`src/hw/pls_pkg.sv`:
```
// Purpose: shared constants and types of the protection latch supervisor
// Assumes: 20 MHz internal oscillator clock, 65 kHz switching variant
// Notes:   cycle counts derive from the printed times and the clock rate
package pls_pkg;
    // ==========================================================
    // clock rate
    localparam int unsigned CLK_HZ        = 20_000_000;
    localparam int unsigned CLK_MHZ       = CLK_HZ / 1_000_000;
    localparam int unsigned CLK_KHZ       = CLK_HZ / 1_000;

    // ==========================================================
    // printed times, in their own units
    localparam int unsigned TRAN_S        = 6;    // transient timer, typical
    localparam int unsigned HI_BLANK_US   = 50;   // high latch blanking, 65 kHz
    localparam int unsigned LO_BLANK_US   = 350;  // low latch blanking
    localparam int unsigned SSTART_MS     = 8;    // soft-start length, plain default
    localparam int unsigned FAULT_MS      = 128;  // overload timer, plain default
    localparam int unsigned AUTOREC_MS    = 1000; // auto-recovery delay, plain default

    // ==========================================================
    // derived cycle counts (least times, whole cycles)
    localparam int unsigned TRAN_CYC      = TRAN_S * CLK_HZ;
    localparam int unsigned HI_BLANK_CYC  = HI_BLANK_US * CLK_MHZ;
    localparam int unsigned LO_BLANK_CYC  = LO_BLANK_US * CLK_MHZ;
    localparam int unsigned SSTART_CYC    = SSTART_MS * CLK_KHZ;
    localparam int unsigned FAULT_CYC     = FAULT_MS * CLK_KHZ;
    localparam int unsigned AUTOREC_CYC   = AUTOREC_MS * CLK_KHZ;

    // ==========================================================
    // build option: 1 = auto-recovery, 0 = latched
    localparam bit          AUTO_RECOVERY = 1'b0;

    // ==========================================================
    // supervisor states
    typedef enum logic [2:0] {
        PLS_WAIT  = 3'b000,  // waiting for supply start level
        PLS_SOFT  = 3'b001,  // soft-start, switching
        PLS_RUN   = 3'b010,  // normal switching
        PLS_RECOV = 3'b011,  // auto-recovery delay
        PLS_LATCH = 3'b100,  // latched off
        PLS_THERM = 3'b101   // thermal shutdown, low-power off
    } pls_state_t;
endpackage : pls_pkg

```
`src/hw/pls_supervisor.sv`:
```
// Purpose: protection supervisor: transient/overload timers, latch window, thermal off
// Assumes: comparator levels arrive asynchronously, active high
// Notes:   all outputs registered; one clock, synchronous active-low reset
// Notes on behaviour
// [RQ1] keep switching while current sense sits above the transient threshold
// [RQ2] start the transient timer on the transient threshold, longer than overload
// [RQ3] transient timer expiry enters protection, latched or auto-recovered per option
// [RQ4] escalation to current limit also runs the overload timer
// [RQ5] run only inside the latch window; leaving it latches off
// [RQ6] blank high latch events under 50 us and low under 350 us
// [RQ7] latched-off clears only on brown-out or supply reset
// [RQ8] ignore latch until start level; then check high latch before switching
// [RQ9] low latch evaluated only after soft-start finishes
// [RQ10] doubled thermistor bias during soft-start, normal afterwards
// [RQ11] thermal flag stops switching at once, enters low-power off; code ignores the flag in PLS_LATCH, so no low-power off there
// [RQ12] keep supply alive during thermal shutdown
// [RQ13] thermal flag clear restarts a normal start-up sequence
// [RQ14] overload timer resets when sense drops below current limit
// [RQ15] auto-recovery: stop gate pulses and restart after the delay
// [RQ16] all timers are oscillator-clocked counters with derived terminal counts
`timescale 1ns/1ns
module pls_supervisor #(
    parameter int unsigned TRAN_CYC     = pls_pkg::TRAN_CYC,
    parameter int unsigned FAULT_CYC    = pls_pkg::FAULT_CYC,
    parameter int unsigned LO_BLANK_CYC = pls_pkg::LO_BLANK_CYC,
    parameter int unsigned SSTART_CYC   = pls_pkg::SSTART_CYC,
    parameter int unsigned AUTOREC_CYC  = pls_pkg::AUTOREC_CYC,
    parameter bit          AUTO_RECOVERY = pls_pkg::AUTO_RECOVERY
) (
    input  wire logic sys_clk,
    input  wire logic rst_n,
    input  wire logic cs_tran_cmp,            // sense above transient threshold
    input  wire logic cs_limit_cmp,           // setpoint at current_limit_level
    input  wire logic latch_hi_cmp,           // latch pin above high threshold
    input  wire logic latch_lo_cmp,           // latch pin below low threshold
    input  wire logic supply_start_level,     // supply reached start level
    input  wire logic brownout,               // brown-out detected
    input  wire logic supply_reset,           // supply fell to reset voltage
    input  wire logic thermal_shutdown_flag,  // die over temperature
    output logic      gate_drive_en,
    output logic      latched_off,
    output logic      protect_mode,
    output logic      restart_req,
    output logic      softstart_bias_current,
    output logic      low_power_off,
    output logic      supply_keep_alive
);
    localparam int unsigned NSYNC = 8;

    // ==========================================================
    // input synchronisers: stage one is read only by stage two
    logic [NSYNC-1:0] sync1_q;
    logic [NSYNC-1:0] sync2_q;
    always_ff @(posedge sys_clk) begin
        if (!rst_n) begin
            sync1_q <= '0;
            sync2_q <= '0;
        end else begin
            sync1_q <= {cs_tran_cmp, cs_limit_cmp, latch_hi_cmp, latch_lo_cmp,
                        supply_start_level, brownout, supply_reset, thermal_shutdown_flag};
            sync2_q <= sync1_q;
        end
    end

    logic tran_s, lim_s, hi_s, lo_s, von_s, bo_s, rst_s, tsd_s, clr_s;
    assign {tran_s, lim_s, hi_s, lo_s, von_s, bo_s, rst_s, tsd_s} = sync2_q;
    assign clr_s = bo_s || rst_s;

    // ==========================================================
    // state register
    pls_pkg::pls_state_t state_q;
    pls_pkg::pls_state_t state_d;

    function automatic logic is_switching(input pls_pkg::pls_state_t st);
        is_switching = (st == pls_pkg::PLS_SOFT) || (st == pls_pkg::PLS_RUN);
    endfunction : is_switching

    // ==========================================================
    // protection counters, all on the oscillator clock [RQ16]
    logic tran_done, fault_done, hi_qual, lo_qual, ss_done, ar_done;

    // transient timer runs while above the lower threshold [RQ2]
    pls_timer #(.LIMIT(TRAN_CYC)) u_tran (
        .clk   (sys_clk),
        .rst_n (rst_n),
        .en    (tran_s && is_switching(state_q)),
        .done  (tran_done)
    );

    // overload timer also runs on escalation, clears below the limit [RQ4] [RQ14]
    pls_timer #(.LIMIT(FAULT_CYC)) u_fault (
        .clk   (sys_clk),
        .rst_n (rst_n),
        .en    (lim_s && is_switching(state_q)),
        .done  (fault_done)
    );

    // high latch blanking, armed from start level on [RQ6] [RQ8]
    pls_timer #(.LIMIT(pls_pkg::HI_BLANK_CYC)) u_hi (
        .clk   (sys_clk),
        .rst_n (rst_n),
        .en    (hi_s && is_switching(state_q)),
        .done  (hi_qual)
    );

    // low latch blanking, armed only after soft-start [RQ6] [RQ9]
    pls_timer #(.LIMIT(LO_BLANK_CYC)) u_lo (
        .clk   (sys_clk),
        .rst_n (rst_n),
        .en    (lo_s && (state_q == pls_pkg::PLS_RUN)),
        .done  (lo_qual)
    );

    pls_timer #(.LIMIT(SSTART_CYC)) u_ss (
        .clk   (sys_clk),
        .rst_n (rst_n),
        .en    (state_q == pls_pkg::PLS_SOFT),
        .done  (ss_done)
    );
    pls_timer #(.LIMIT(AUTOREC_CYC)) u_ar (
        .clk   (sys_clk),
        .rst_n (rst_n),
        .en    (state_q == pls_pkg::PLS_RECOV),
        .done  (ar_done)
    );

    // timer expiry: target depends on the build option [RQ3] [RQ15]
    logic                timer_fault;
    pls_pkg::pls_state_t fault_tgt;
    assign timer_fault = tran_done || fault_done;
    assign fault_tgt   = AUTO_RECOVERY ? pls_pkg::PLS_RECOV : pls_pkg::PLS_LATCH;

    // ==========================================================
    // next state: thermal first, then latch release, then faults
    // a held latch ignores the thermal flag, else its clear would release the latch
    always_comb begin
        state_d = state_q;
        if (tsd_s && (state_q != pls_pkg::PLS_LATCH)) begin
            state_d = pls_pkg::PLS_THERM;                    // [RQ11]
        end else if (clr_s) begin
            state_d = pls_pkg::PLS_WAIT;                     // [RQ7]
        end else begin
            case (state_q)
                pls_pkg::PLS_WAIT: begin
                    // high latch level checked before any switching
                    if (von_s) begin
                        state_d = hi_s ? pls_pkg::PLS_LATCH : pls_pkg::PLS_SOFT; // [RQ8]
                    end
                end
                pls_pkg::PLS_SOFT: begin
                    if (hi_qual) begin
                        state_d = pls_pkg::PLS_LATCH;        // [RQ5]
                    end else if (timer_fault) begin
                        state_d = fault_tgt;                 // [RQ3]
                    end else if (ss_done) begin
                        state_d = pls_pkg::PLS_RUN;
                    end
                end
                pls_pkg::PLS_RUN: begin
                    // latch window wins over timers: never auto-recovered
                    if (hi_qual || lo_qual) begin
                        state_d = pls_pkg::PLS_LATCH;        // [RQ5]
                    end else if (timer_fault) begin
                        state_d = fault_tgt;                 // [RQ3]
                    end
                end
                pls_pkg::PLS_RECOV: begin
                    if (ar_done) begin
                        state_d = pls_pkg::PLS_WAIT;         // [RQ15]
                    end
                end
                pls_pkg::PLS_LATCH: begin
                    state_d = pls_pkg::PLS_LATCH;            // [RQ7]
                end
                pls_pkg::PLS_THERM: begin
                    state_d = pls_pkg::PLS_WAIT;             // [RQ13]
                end
                default: begin
                    state_d = pls_pkg::PLS_WAIT;
                end
            endcase
        end
    end

    always_ff @(posedge sys_clk) begin
        if (!rst_n) begin
            state_q <= pls_pkg::PLS_WAIT;
        end else begin
            state_q <= state_d;
        end
    end

    // ==========================================================
    // gate enable: switches through transient load until a timer ends
    always_ff @(posedge sys_clk) begin
        if (!rst_n) begin
            gate_drive_en <= 1'b0;
        end else begin
            gate_drive_en <= is_switching(state_q) && !tsd_s; // [RQ1] [RQ11]
        end
    end

    // status outputs; supply kept up in thermal off so the state is not lost
    always_ff @(posedge sys_clk) begin
        if (!rst_n) begin
            latched_off            <= 1'b0;
            protect_mode           <= 1'b0;
            low_power_off          <= 1'b0;
            supply_keep_alive      <= 1'b0;
            softstart_bias_current <= 1'b0;
        end else begin
            latched_off            <= (state_q == pls_pkg::PLS_LATCH);
            protect_mode           <= (state_q == pls_pkg::PLS_LATCH) || (state_q == pls_pkg::PLS_RECOV);
            low_power_off          <= (state_q == pls_pkg::PLS_THERM); // [RQ11]
            supply_keep_alive      <= (state_q == pls_pkg::PLS_THERM) || (state_q == pls_pkg::PLS_LATCH); // [RQ12]
            softstart_bias_current <= (state_q == pls_pkg::PLS_SOFT); // [RQ10] faster latch-pin charge
        end
    end

    // one-cycle restart request at the end of the recovery delay
    always_ff @(posedge sys_clk) begin
        if (!rst_n) begin
            restart_req <= 1'b0;
        end else begin
            restart_req <= (state_q == pls_pkg::PLS_RECOV) && (state_d == pls_pkg::PLS_WAIT) && !clr_s; // [RQ15]
        end
    end

    // ==========================================================
    // assertions
    property p_tsd_stop;
        @(posedge sys_clk) disable iff (!rst_n)
            tsd_s && (state_q != pls_pkg::PLS_LATCH) |=> !gate_drive_en ##1 low_power_off;
    endproperty
    a_tsd_stop: assert property (p_tsd_stop) else $error("gate not stopped on thermal flag"); // [RQ11]

    property p_keep_alive;
        @(posedge sys_clk) disable iff (!rst_n) (state_q == pls_pkg::PLS_THERM) |=> supply_keep_alive;
    endproperty
    a_keep_alive: assert property (p_keep_alive) else $error("supply dropped in thermal off"); // [RQ12]

    property p_therm_restart;
        @(posedge sys_clk) disable iff (!rst_n)
            (state_q == pls_pkg::PLS_THERM) && !tsd_s |=> (state_q == pls_pkg::PLS_WAIT);
    endproperty
    a_therm_restart: assert property (p_therm_restart) else $error("no restart after thermal clear"); // [RQ13]

    property p_run_switch;
        @(posedge sys_clk) disable iff (!rst_n)
            (state_q == pls_pkg::PLS_RUN) && tran_s && !tsd_s |=> gate_drive_en;
    endproperty
    a_run_switch: assert property (p_run_switch) else $error("switching stopped in transient"); // [RQ1]

    property p_tran_protect;
        @(posedge sys_clk) disable iff (!rst_n)
            (state_q == pls_pkg::PLS_RUN) && tran_done && !hi_qual && !lo_qual && !tsd_s && !clr_s
            |=> (state_q == fault_tgt) ##1 protect_mode;
    endproperty
    a_tran_protect: assert property (p_tran_protect) else $error("transient expiry missed"); // [RQ3]

    property p_fault_reset;
        @(posedge sys_clk) disable iff (!rst_n) !lim_s |=> !fault_done;
    endproperty
    a_fault_reset: assert property (p_fault_reset) else $error("overload timer not reset"); // [RQ14]

    property p_latch_hold;
        @(posedge sys_clk) disable iff (!rst_n)
            (state_q == pls_pkg::PLS_LATCH) && !clr_s |=> (state_q == pls_pkg::PLS_LATCH);
    endproperty
    a_latch_hold: assert property (p_latch_hold) else $error("latch released without clear"); // [RQ7]

    property p_hi_start;
        @(posedge sys_clk) disable iff (!rst_n)
            (state_q == pls_pkg::PLS_WAIT) && von_s && hi_s && !tsd_s && !clr_s
            |=> (state_q == pls_pkg::PLS_LATCH) ##1 !gate_drive_en;
    endproperty
    a_hi_start: assert property (p_hi_start) else $error("started with high latch set"); // [RQ8]

    property p_lo_ignored;
        @(posedge sys_clk) disable iff (!rst_n) (state_q == pls_pkg::PLS_SOFT) |-> !lo_qual;
    endproperty
    a_lo_ignored: assert property (p_lo_ignored) else $error("low latch seen in soft-start"); // [RQ9]

    property p_bias;
        @(posedge sys_clk) disable iff (!rst_n) (state_q == pls_pkg::PLS_SOFT) |=> softstart_bias_current;
    endproperty
    a_bias: assert property (p_bias) else $error("bias not doubled in soft-start"); // [RQ10]

    property p_recov;
        @(posedge sys_clk) disable iff (!rst_n)
            (state_q == pls_pkg::PLS_RECOV) && ar_done && !tsd_s && !clr_s |=> restart_req && !gate_drive_en;
    endproperty
    a_recov: assert property (p_recov) else $error("no restart after recovery delay"); // [RQ15]

    c_latch: cover property (@(posedge sys_clk) disable iff (!rst_n) state_q == pls_pkg::PLS_LATCH);
    c_therm: cover property (@(posedge sys_clk) disable iff (!rst_n) state_q == pls_pkg::PLS_THERM);
    c_run:   cover property (@(posedge sys_clk) disable iff (!rst_n) state_q == pls_pkg::PLS_RUN);
endmodule : pls_supervisor

```
`src/hw/pls_timer.sv`:
```
// Purpose: enable-gated protection counter with a sticky terminal flag
// Assumes: en is synchronous to clk
// Notes:   dropping en clears count and flag on the next edge
`timescale 1ns/1ns
module pls_timer #(
    parameter int unsigned LIMIT = 16
) (
    input  wire logic clk,
    input  wire logic rst_n,
    input  wire logic en,
    output logic      done
);
    localparam logic [31:0] LAST = 32'(LIMIT - 1);

    logic [31:0] cnt_q;

    // ==========================================================
    // counter: saturates at the last count so done stays up
    always_ff @(posedge clk) begin
        if (!rst_n || !en) begin
            cnt_q <= 32'h0000_0000;
        end else if (cnt_q != LAST) begin
            cnt_q <= cnt_q + 32'h0000_0001;
        end
    end

    // flag rises after LIMIT enabled cycles
    always_ff @(posedge clk) begin
        if (!rst_n) begin
            done <= 1'b0;
        end else begin
            done <= en && (cnt_q >= LAST);
        end
    end
endmodule : pls_timer

```
`config.mk`:
```
export PLATFORM = sky130hd
export DESIGN_NAME = pls_supervisor
export DESIGN_NICKNAME = d
export VERILOG_FILES = /design/src/hw/pls_pkg.sv /design/src/hw/pls_supervisor.sv /design/src/hw/pls_timer.sv
export SDC_FILE = /design/constraint.sdc
export NUM_CORES = 1
export LEC_CHECK = 0
export ABC_CLOCK_PERIOD_IN_PS = 2600
export BUFFER_PORTS_ARGS = -buffer_cell sky130_fd_sc_hd__clkbuf_2
export CELL_PAD_IN_SITES_DETAIL_PLACEMENT = 0
export CELL_PAD_IN_SITES_GLOBAL_PLACEMENT = 1
export CORE_MARGIN = 2
export CORE_UTILIZATION = 49
export DETAILED_ROUTE_END_ITERATION = 7
export PLACE_DENSITY_LB_ADDON = 0.1
export SLEW_MARGIN = 20
export SYNTH_ARGS = -nofsm -noshare
export SYNTH_HDL_FRONTEND = slang
export SYNTH_HIERARCHICAL = 1
export SYNTH_SLANG_ARGS = --single-unit
```
`constraint.sdc`:
```
create_clock -name sys_clk -period 2.6 [get_ports sys_clk]
set_input_delay 0 -clock sys_clk [delete_from_list [all_inputs] [get_ports sys_clk]]
set_output_delay 0 -clock sys_clk [all_outputs]
set_load 0.02 [all_outputs]
```
# After elaboration in Yosys (flattened, before gate mapping)
# Cells that the tools add are included.
[word_totals]
in_bits = 10
output_inout_bits = 7
ff_bits = 224
elab_cells = 94
[classes]
eq_ne = 12
addsub = 6
order_cmp = 6
n_reduce_logical = 37
n_mux = 11
[ops]
columns = ["cell", "count"]
rows = [
  ["32-bit by 1-bit adder with 32-bit output (second input constant)", 6],
  ["32-bit by 10-bit greater-or-equal comparator with 1-bit output (second input constant)", 1],
  ["32-bit by 13-bit greater-or-equal comparator with 1-bit output (second input constant)", 1],
  ["32-bit by 18-bit greater-or-equal comparator with 1-bit output (second input constant)", 1],
  ["32-bit by 22-bit greater-or-equal comparator with 1-bit output (second input constant)", 1],
  ["32-bit by 25-bit greater-or-equal comparator with 1-bit output (second input constant)", 1],
  ["32-bit by 27-bit greater-or-equal comparator with 1-bit output (second input constant)", 1],
  ["32-bit by 10-bit != test with 1-bit output (second input constant)", 1],
  ["32-bit by 13-bit != test with 1-bit output (second input constant)", 1],
  ["32-bit by 18-bit != test with 1-bit output (second input constant)", 1],
  ["32-bit by 22-bit != test with 1-bit output (second input constant)", 1],
  ["32-bit by 25-bit != test with 1-bit output (second input constant)", 1],
  ["32-bit by 27-bit != test with 1-bit output (second input constant)", 1],
  ["3-bit 2-to-1 mux", 10],
  ["3-bit case mux with 5 select lines", 1],
  ["1-bit logical AND", 14],
  ["1-bit logical OR", 12],
  ["1-bit logical NOT", 9],
  ["3-bit by 2-bit equality test with 1-bit output (second input constant)", 2],
  ["3-bit equality test (second input constant)", 2],
  ["3-bit logical NOT", 2],
  ["3-bit by 1-bit equality test with 1-bit output (second input constant)", 1],
  ["3-bit != test (second input constant)", 1],
]

# Depth between registers and ports, before layout
[logic_depth]
depth_word = 9
ltp_mapped = 9

# By module
# Netlist, hierarchy kept.
[modules_own_cells]
columns = ["mod", "cells_each", "area_each_um2", "n_inst"]
rows = [
  ["pls_timer (u_fault)", 203, 1749.2, 1],
  ["pls_timer (u_lo)", 187, 1679.1, 1],
  ["pls_timer (u_tran)", 202, 1667.8, 1],
  ["pls_timer (u_ar)", 185, 1612.8, 1],
  ["pls_timer (u_ss)", 185, 1596.5, 1],
  ["pls_timer (u_hi)", 185, 1535.2, 1],
  ["pls_supervisor", 88, 950.9, 1],
]

# Least setup slack after synthesis
# Ideal clock, no wire load.
[synth_path]
kind = "reg-to-reg"
startpoint = "reg state_q[0]"
endpoint = "reg u_fault.cnt_q[6]"
path_stages_with_launch = 10
path_slack_ps = 579
required_ps = 2526
synth_period_minus_slack_ps = 2021
t_arrival_ps = 1947
setup_time_ps = 74
cell_sequence = "dfxtp_1 > buf_4 > or2b_1 > a21oi_1 > and2_1 > and2_1 > clkbuf_1 > clkbuf_1 > o21ai_0 > a31oi_1"
[synth_between]
elab_chain_len = 5
word_cells_on_any_way = 6
cone_classes = "eq/ne: 2; reduce/logical: 4"
[synth_rtl]
columns = ["element", "line", "source"]
rows = [
  ["start, declared", "pls_supervisor.sv:71", "pls_pkg::pls_state_t state_q;"],
  ["start signal, assigned", "pls_supervisor.sv:187", "state_q <= pls_pkg::PLS_WAIT;"],
  ["start signal, assigned", "pls_supervisor.sv:189", "state_q <= state_d;"],
  ["3-bit by 1-bit equality test with 1-bit output or 3-bit by 2-bit equality test with 1-bit output (tied branches)", "pls_supervisor.sv:75", "is_switching = (st == pls_pkg::PLS_SOFT) || (st == pls_pkg::PLS_RUN);"],
  ["1-bit logical OR (*)", "pls_supervisor.sv:75", ""],
  ["1-bit logical AND (*)", "pls_supervisor.sv:94", ".en (lim_s && is_switching(state_q)),"],
  ["1-bit logical NOT (*)", "pls_timer.sv:20", "if (!rst_n || !en) begin"],
  ["1-bit logical OR (*)", "pls_timer.sv:20", ""],
  ["end signal, assigned", "pls_timer.sv:23", "cnt_q <= cnt_q + 32'h0000_0001;"],
  ["end, declared", "pls_timer.sv:15", "logic [31:0] cnt_q;"],
]
# Mark *: on every way between the ends. The rest lies on a longest branch, timed or not.
# A chain may end at the register's enable or synchronous reset.

# Worst setup path in the final report
[layout_path]
startpoint = "reg state_q[0]"
endpoint = "reg u_fault.cnt_q[9]"
# Same word-level chain as after synthesis.

==> flow_metrics.env <==
export IMPL_status="finished clean"
export IMPL_placed_cells=1501
export IMPL_nNetsFinal=1275
export IMPL_worstPathArrival_ns=2.71
export IMPL_relSlewSlack_pct=52.54
export IMPL_syn_num_nets=1251
export IMPL_ys_types=82
export IMPL_grt_pass1_vias=7944
export IMPL_rsz0062_at_grt="false"
export IMPL_numCtsBuffers=27
export IMPL_maxSlewViolCount=0
export IMPL_gr_total_overflow=0
export IMPL_synthFlopType="dfxtp_1"
export IMPL_crit_chain="or2b_1 > a21oi_1 > and2_1 > nand2_1 > or4_1 > o211ai_1"
export IMPL_io_pins=17
export IMPL_tns_ns=0
export IMPL_vias_per_cell=5.644
export IMPL_die_h_um=152.4
export IMPL_grt_max_degree=34
export IMPL_post_route_min_period_ns=2.273
export IMPL_area_growth_pct=12.05
export IMPL_fmax_mhz=440.0
export IMPL_crit_type="flip-flop to flip-flop"
export IMPL_drc=0
export IMPL_postRouteAntennaNets=0
export IMPL_tritoncts="built"
export IMPL_clk_latency_ns=0.52
export IMPL_setup_viol=0
export IMPL_drtPass1Iterations=5
export IMPL_grt_antenna_before_repair=0
export IMPL_start_util_pct=49.76
export IMPL_grt_pass1_wl_mm=38.23
export IMPL_hold_viol=0
export IMPL_p_per_area_nw_per_um2=608.5
export IMPL_ctsRootBufferMaster="clkbuf_16"
export IMPL_hold_buffers=9
export IMPL_async_flop_share_pct=0
export IMPL_dpl_hpwl_mm=15.11
export IMPL_path_clk_slew_ns=0.06
export IMPL_end_kind="flip-flop"
export IMPL_syn_area_um2=10790
export IMPL_io_buffers=16
export IMPL_dr_total_vias=8794
export IMPL_first_iter_violations=444
export IMPL_worst_pin_slew_ns=0.7102
export IMPL_synth_warnings=6
export IMPL_cp_top_family="simple AND/OR/NAND/NOR gates"
export IMPL_synthCells=1235
export IMPL_postRouteWirelength_mm=22.47
export IMPL_grt_usage_pct=18.83
export IMPL_drive_gt1_share_pct=10.17
export IMPL_dieArea_um2=23230
export IMPL_synth_edf_count=0
export IMPL_cts_sinks=224
export IMPL_required_ns=3.04
export IMPL_worst_path_max_delay_cell="or4_1"
export IMPL_critPathLaunchType="flip-flop"
export IMPL_max_stage_delay_ns=0.55
export IMPL_num_antenna_cells=0
export IMPL_max_cap_violations=0
export IMPL_timing_reg2reg_setup_slack_ns=0.33
export IMPL_fin_skew_ns=0.01296
export IMPL_crit_buf_inv=0
export IMPL_fp_coreArea_um2=21690
export IMPL_place_congestion=0.8038
export IMPL_instances_no_fill=1558
export IMPL_cts_setup_buffers=0
export IMPL_cts_resized=0
export IMPL_leakage_uw=0.003942
export IMPL_fp_dieW_um=152.4
export IMPL_cts_htree_levels=1
export IMPL_wl_per_cell_um=14.42
export IMPL_critPathMaxFanout=11
export IMPL_std_cell_rows=54
export IMPL_syn_area_per_cell_um2=8.738
export IMPL_seq_area_frac_synth_pct=41.55
export IMPL_fin_crit_sh_pct=87.41
export IMPL_ir_worst_vdd_uv=458.9
export IMPL_hp_class="input port to flip-flop"
export IMPL_clockBufferDepth=3
export IMPL_ys_ff_latch=224
-- worst reg2reg max path: cells and delay by family, from the launching register on --
family	cells	cell delay, ns
AO/OA/AOI/OAI	2	0.39
flip-flops	1	0.50
AND/OR/NAND/NOR	4	1.31
-- Yosys cell counts (32+ instances only) --
master | instances | share of area (%)
dfxtp_1 | 224 | 42
nor4_1 | 32 | 1.9
a21oi_1 | 53 | 2.5
nand2_1 | 91 | 3.2
nor2_1 | 151 | 5.3
xnor2_1 | 50 | 4.1
or3_1 | 34 | 2.0
nand4_1 | 48 | 2.8
xor2_1 | 61 | 5.0
nor3_1 | 35 | 1.6
and2_1 | 35 | 2.0
nand3_1 | 82 | 3.8
clkbuf_1 | 32 | 1.1
-- where the power goes --
group          internal, uW  switching, uW
clock network          2380           1430
registers              3450           11.6
logic                  39.6           47.5
total                  5870           1490
-- metrics by stage --
| step | util, % | area (um2) | hold slack, ns | total power, uW | worst slack, ns |
|---|---|---|---|---|---|
| finish | 55.75 | 12090 | 0.2254 | 7357 | 0.3273 |
| global route | 55.75 | 12090 | 0.2302 | 7613 | 0.1123 |
| CTS | 55.75 | 12090 | 0.1997 | 7461 | 0.3308 |
| detailed placement | 51.19 | 11100 | 0.2083 | 3615 | 0.3484 |
| global placement | 51.19 | 11100 | 0.2089 | 3614 | 0.4350 |
| floorplan | - | 10790 | 0.1217 | 3585 | 0.5788 |
-- cells in the final DEF (no fill, tap or decap), types with 8 or more instances in the layout --
| cell type | instances |
|---|---|
| clkbuf_2 | 16 |
| a31oi_1 | 14 |
| xnor2_1 | 50 |
| nor3_1 | 35 |
| xor2_1 | 61 |
| and4_1 | 27 |
| o31ai_1 | 15 |
| nor2_1 | 151 |
| inv_1 | 20 |
| a21oi_1 | 53 |
| nor4_1 | 32 |
| or3_1 | 34 |
| and3_1 | 21 |
| o21ai_0 | 31 |
| nand4_1 | 48 |
| o211ai_1 | 8 |
| mux2i_1 | 8 |
| dfxtp_1 | 224 |
| clkinv_2 | 8 |
| or4_1 | 20 |
| clkbuf_16 | 27 |
| dlygate4sd3_1 | 9 |
| and2_1 | 35 |
| nand2_1 | 91 |
| buf_4 | 20 |
| nand3_1 | 82 |
-- state kept, by name (all words and copies together), names as in the netlist --
name / count
u_ar/cnt_q: 32
sync1_q: 8
gate_drive_en: 1
u_fault/cnt_q: 32
restart_req: 1
softstart_bias_current: 1
u_fault/done: 1
u_tran/cnt_q: 32
u_lo/cnt_q: 32
u_hi/cnt_q: 32
u_lo/done: 1
u_tran/done: 1
u_ss/cnt_q: 32
state_q: 3
latched_off: 1
low_power_off: 1
protect_mode: 1
u_hi/done: 1
supply_keep_alive: 1
sync2_q: 8
u_ar/done: 1
u_ss/done: 1
-- logic make-up after synthesis --
group | Yosys count | share of synthesized area [%]
compound gates | 162 | 9.588
xor+xnor | 111 | 9.009
fa+ha+maj | 6 | 0.6956
buf+inv | 71 | 3.235
flops | 224 | 41.55
mux | 8 | 0.7421
simple gates | 653 | 35.18
-- worst paths after layout --
| kind | start | end | depth (start not counted) |
|---|---|---|---|
| min | supply_start_level | sync1_q[3] | 3 |
| min reg2reg | sync1_q[2] | sync2_q[2] | 1 |
| max reg2reg | state_q[0] | u_fault/cnt_q[9] | 6 |
| max | state_q[0] | u_fault/cnt_q[9] | 6 |
-- layout make-up --
type	count	area [um2]
clock inverter	12	160.2
sequential	224	4484
inverter	21	78.83
timing repair buffer	45	320.3
clock buffer	36	739.5
multi-input combinational	940	5958
tap	280	350.3
fill	2026	9597
-- layer usage --
layer,vias to the layer above,track usage (%),share of wire (%)
met1,4116,26.59,50
met4,0,4.406,2.0
met2,96,30.59,45
met5,-,0,0
li1,4550,-,-
met3,32,2.730,2.7
Power figures use the tool's default switching activity.
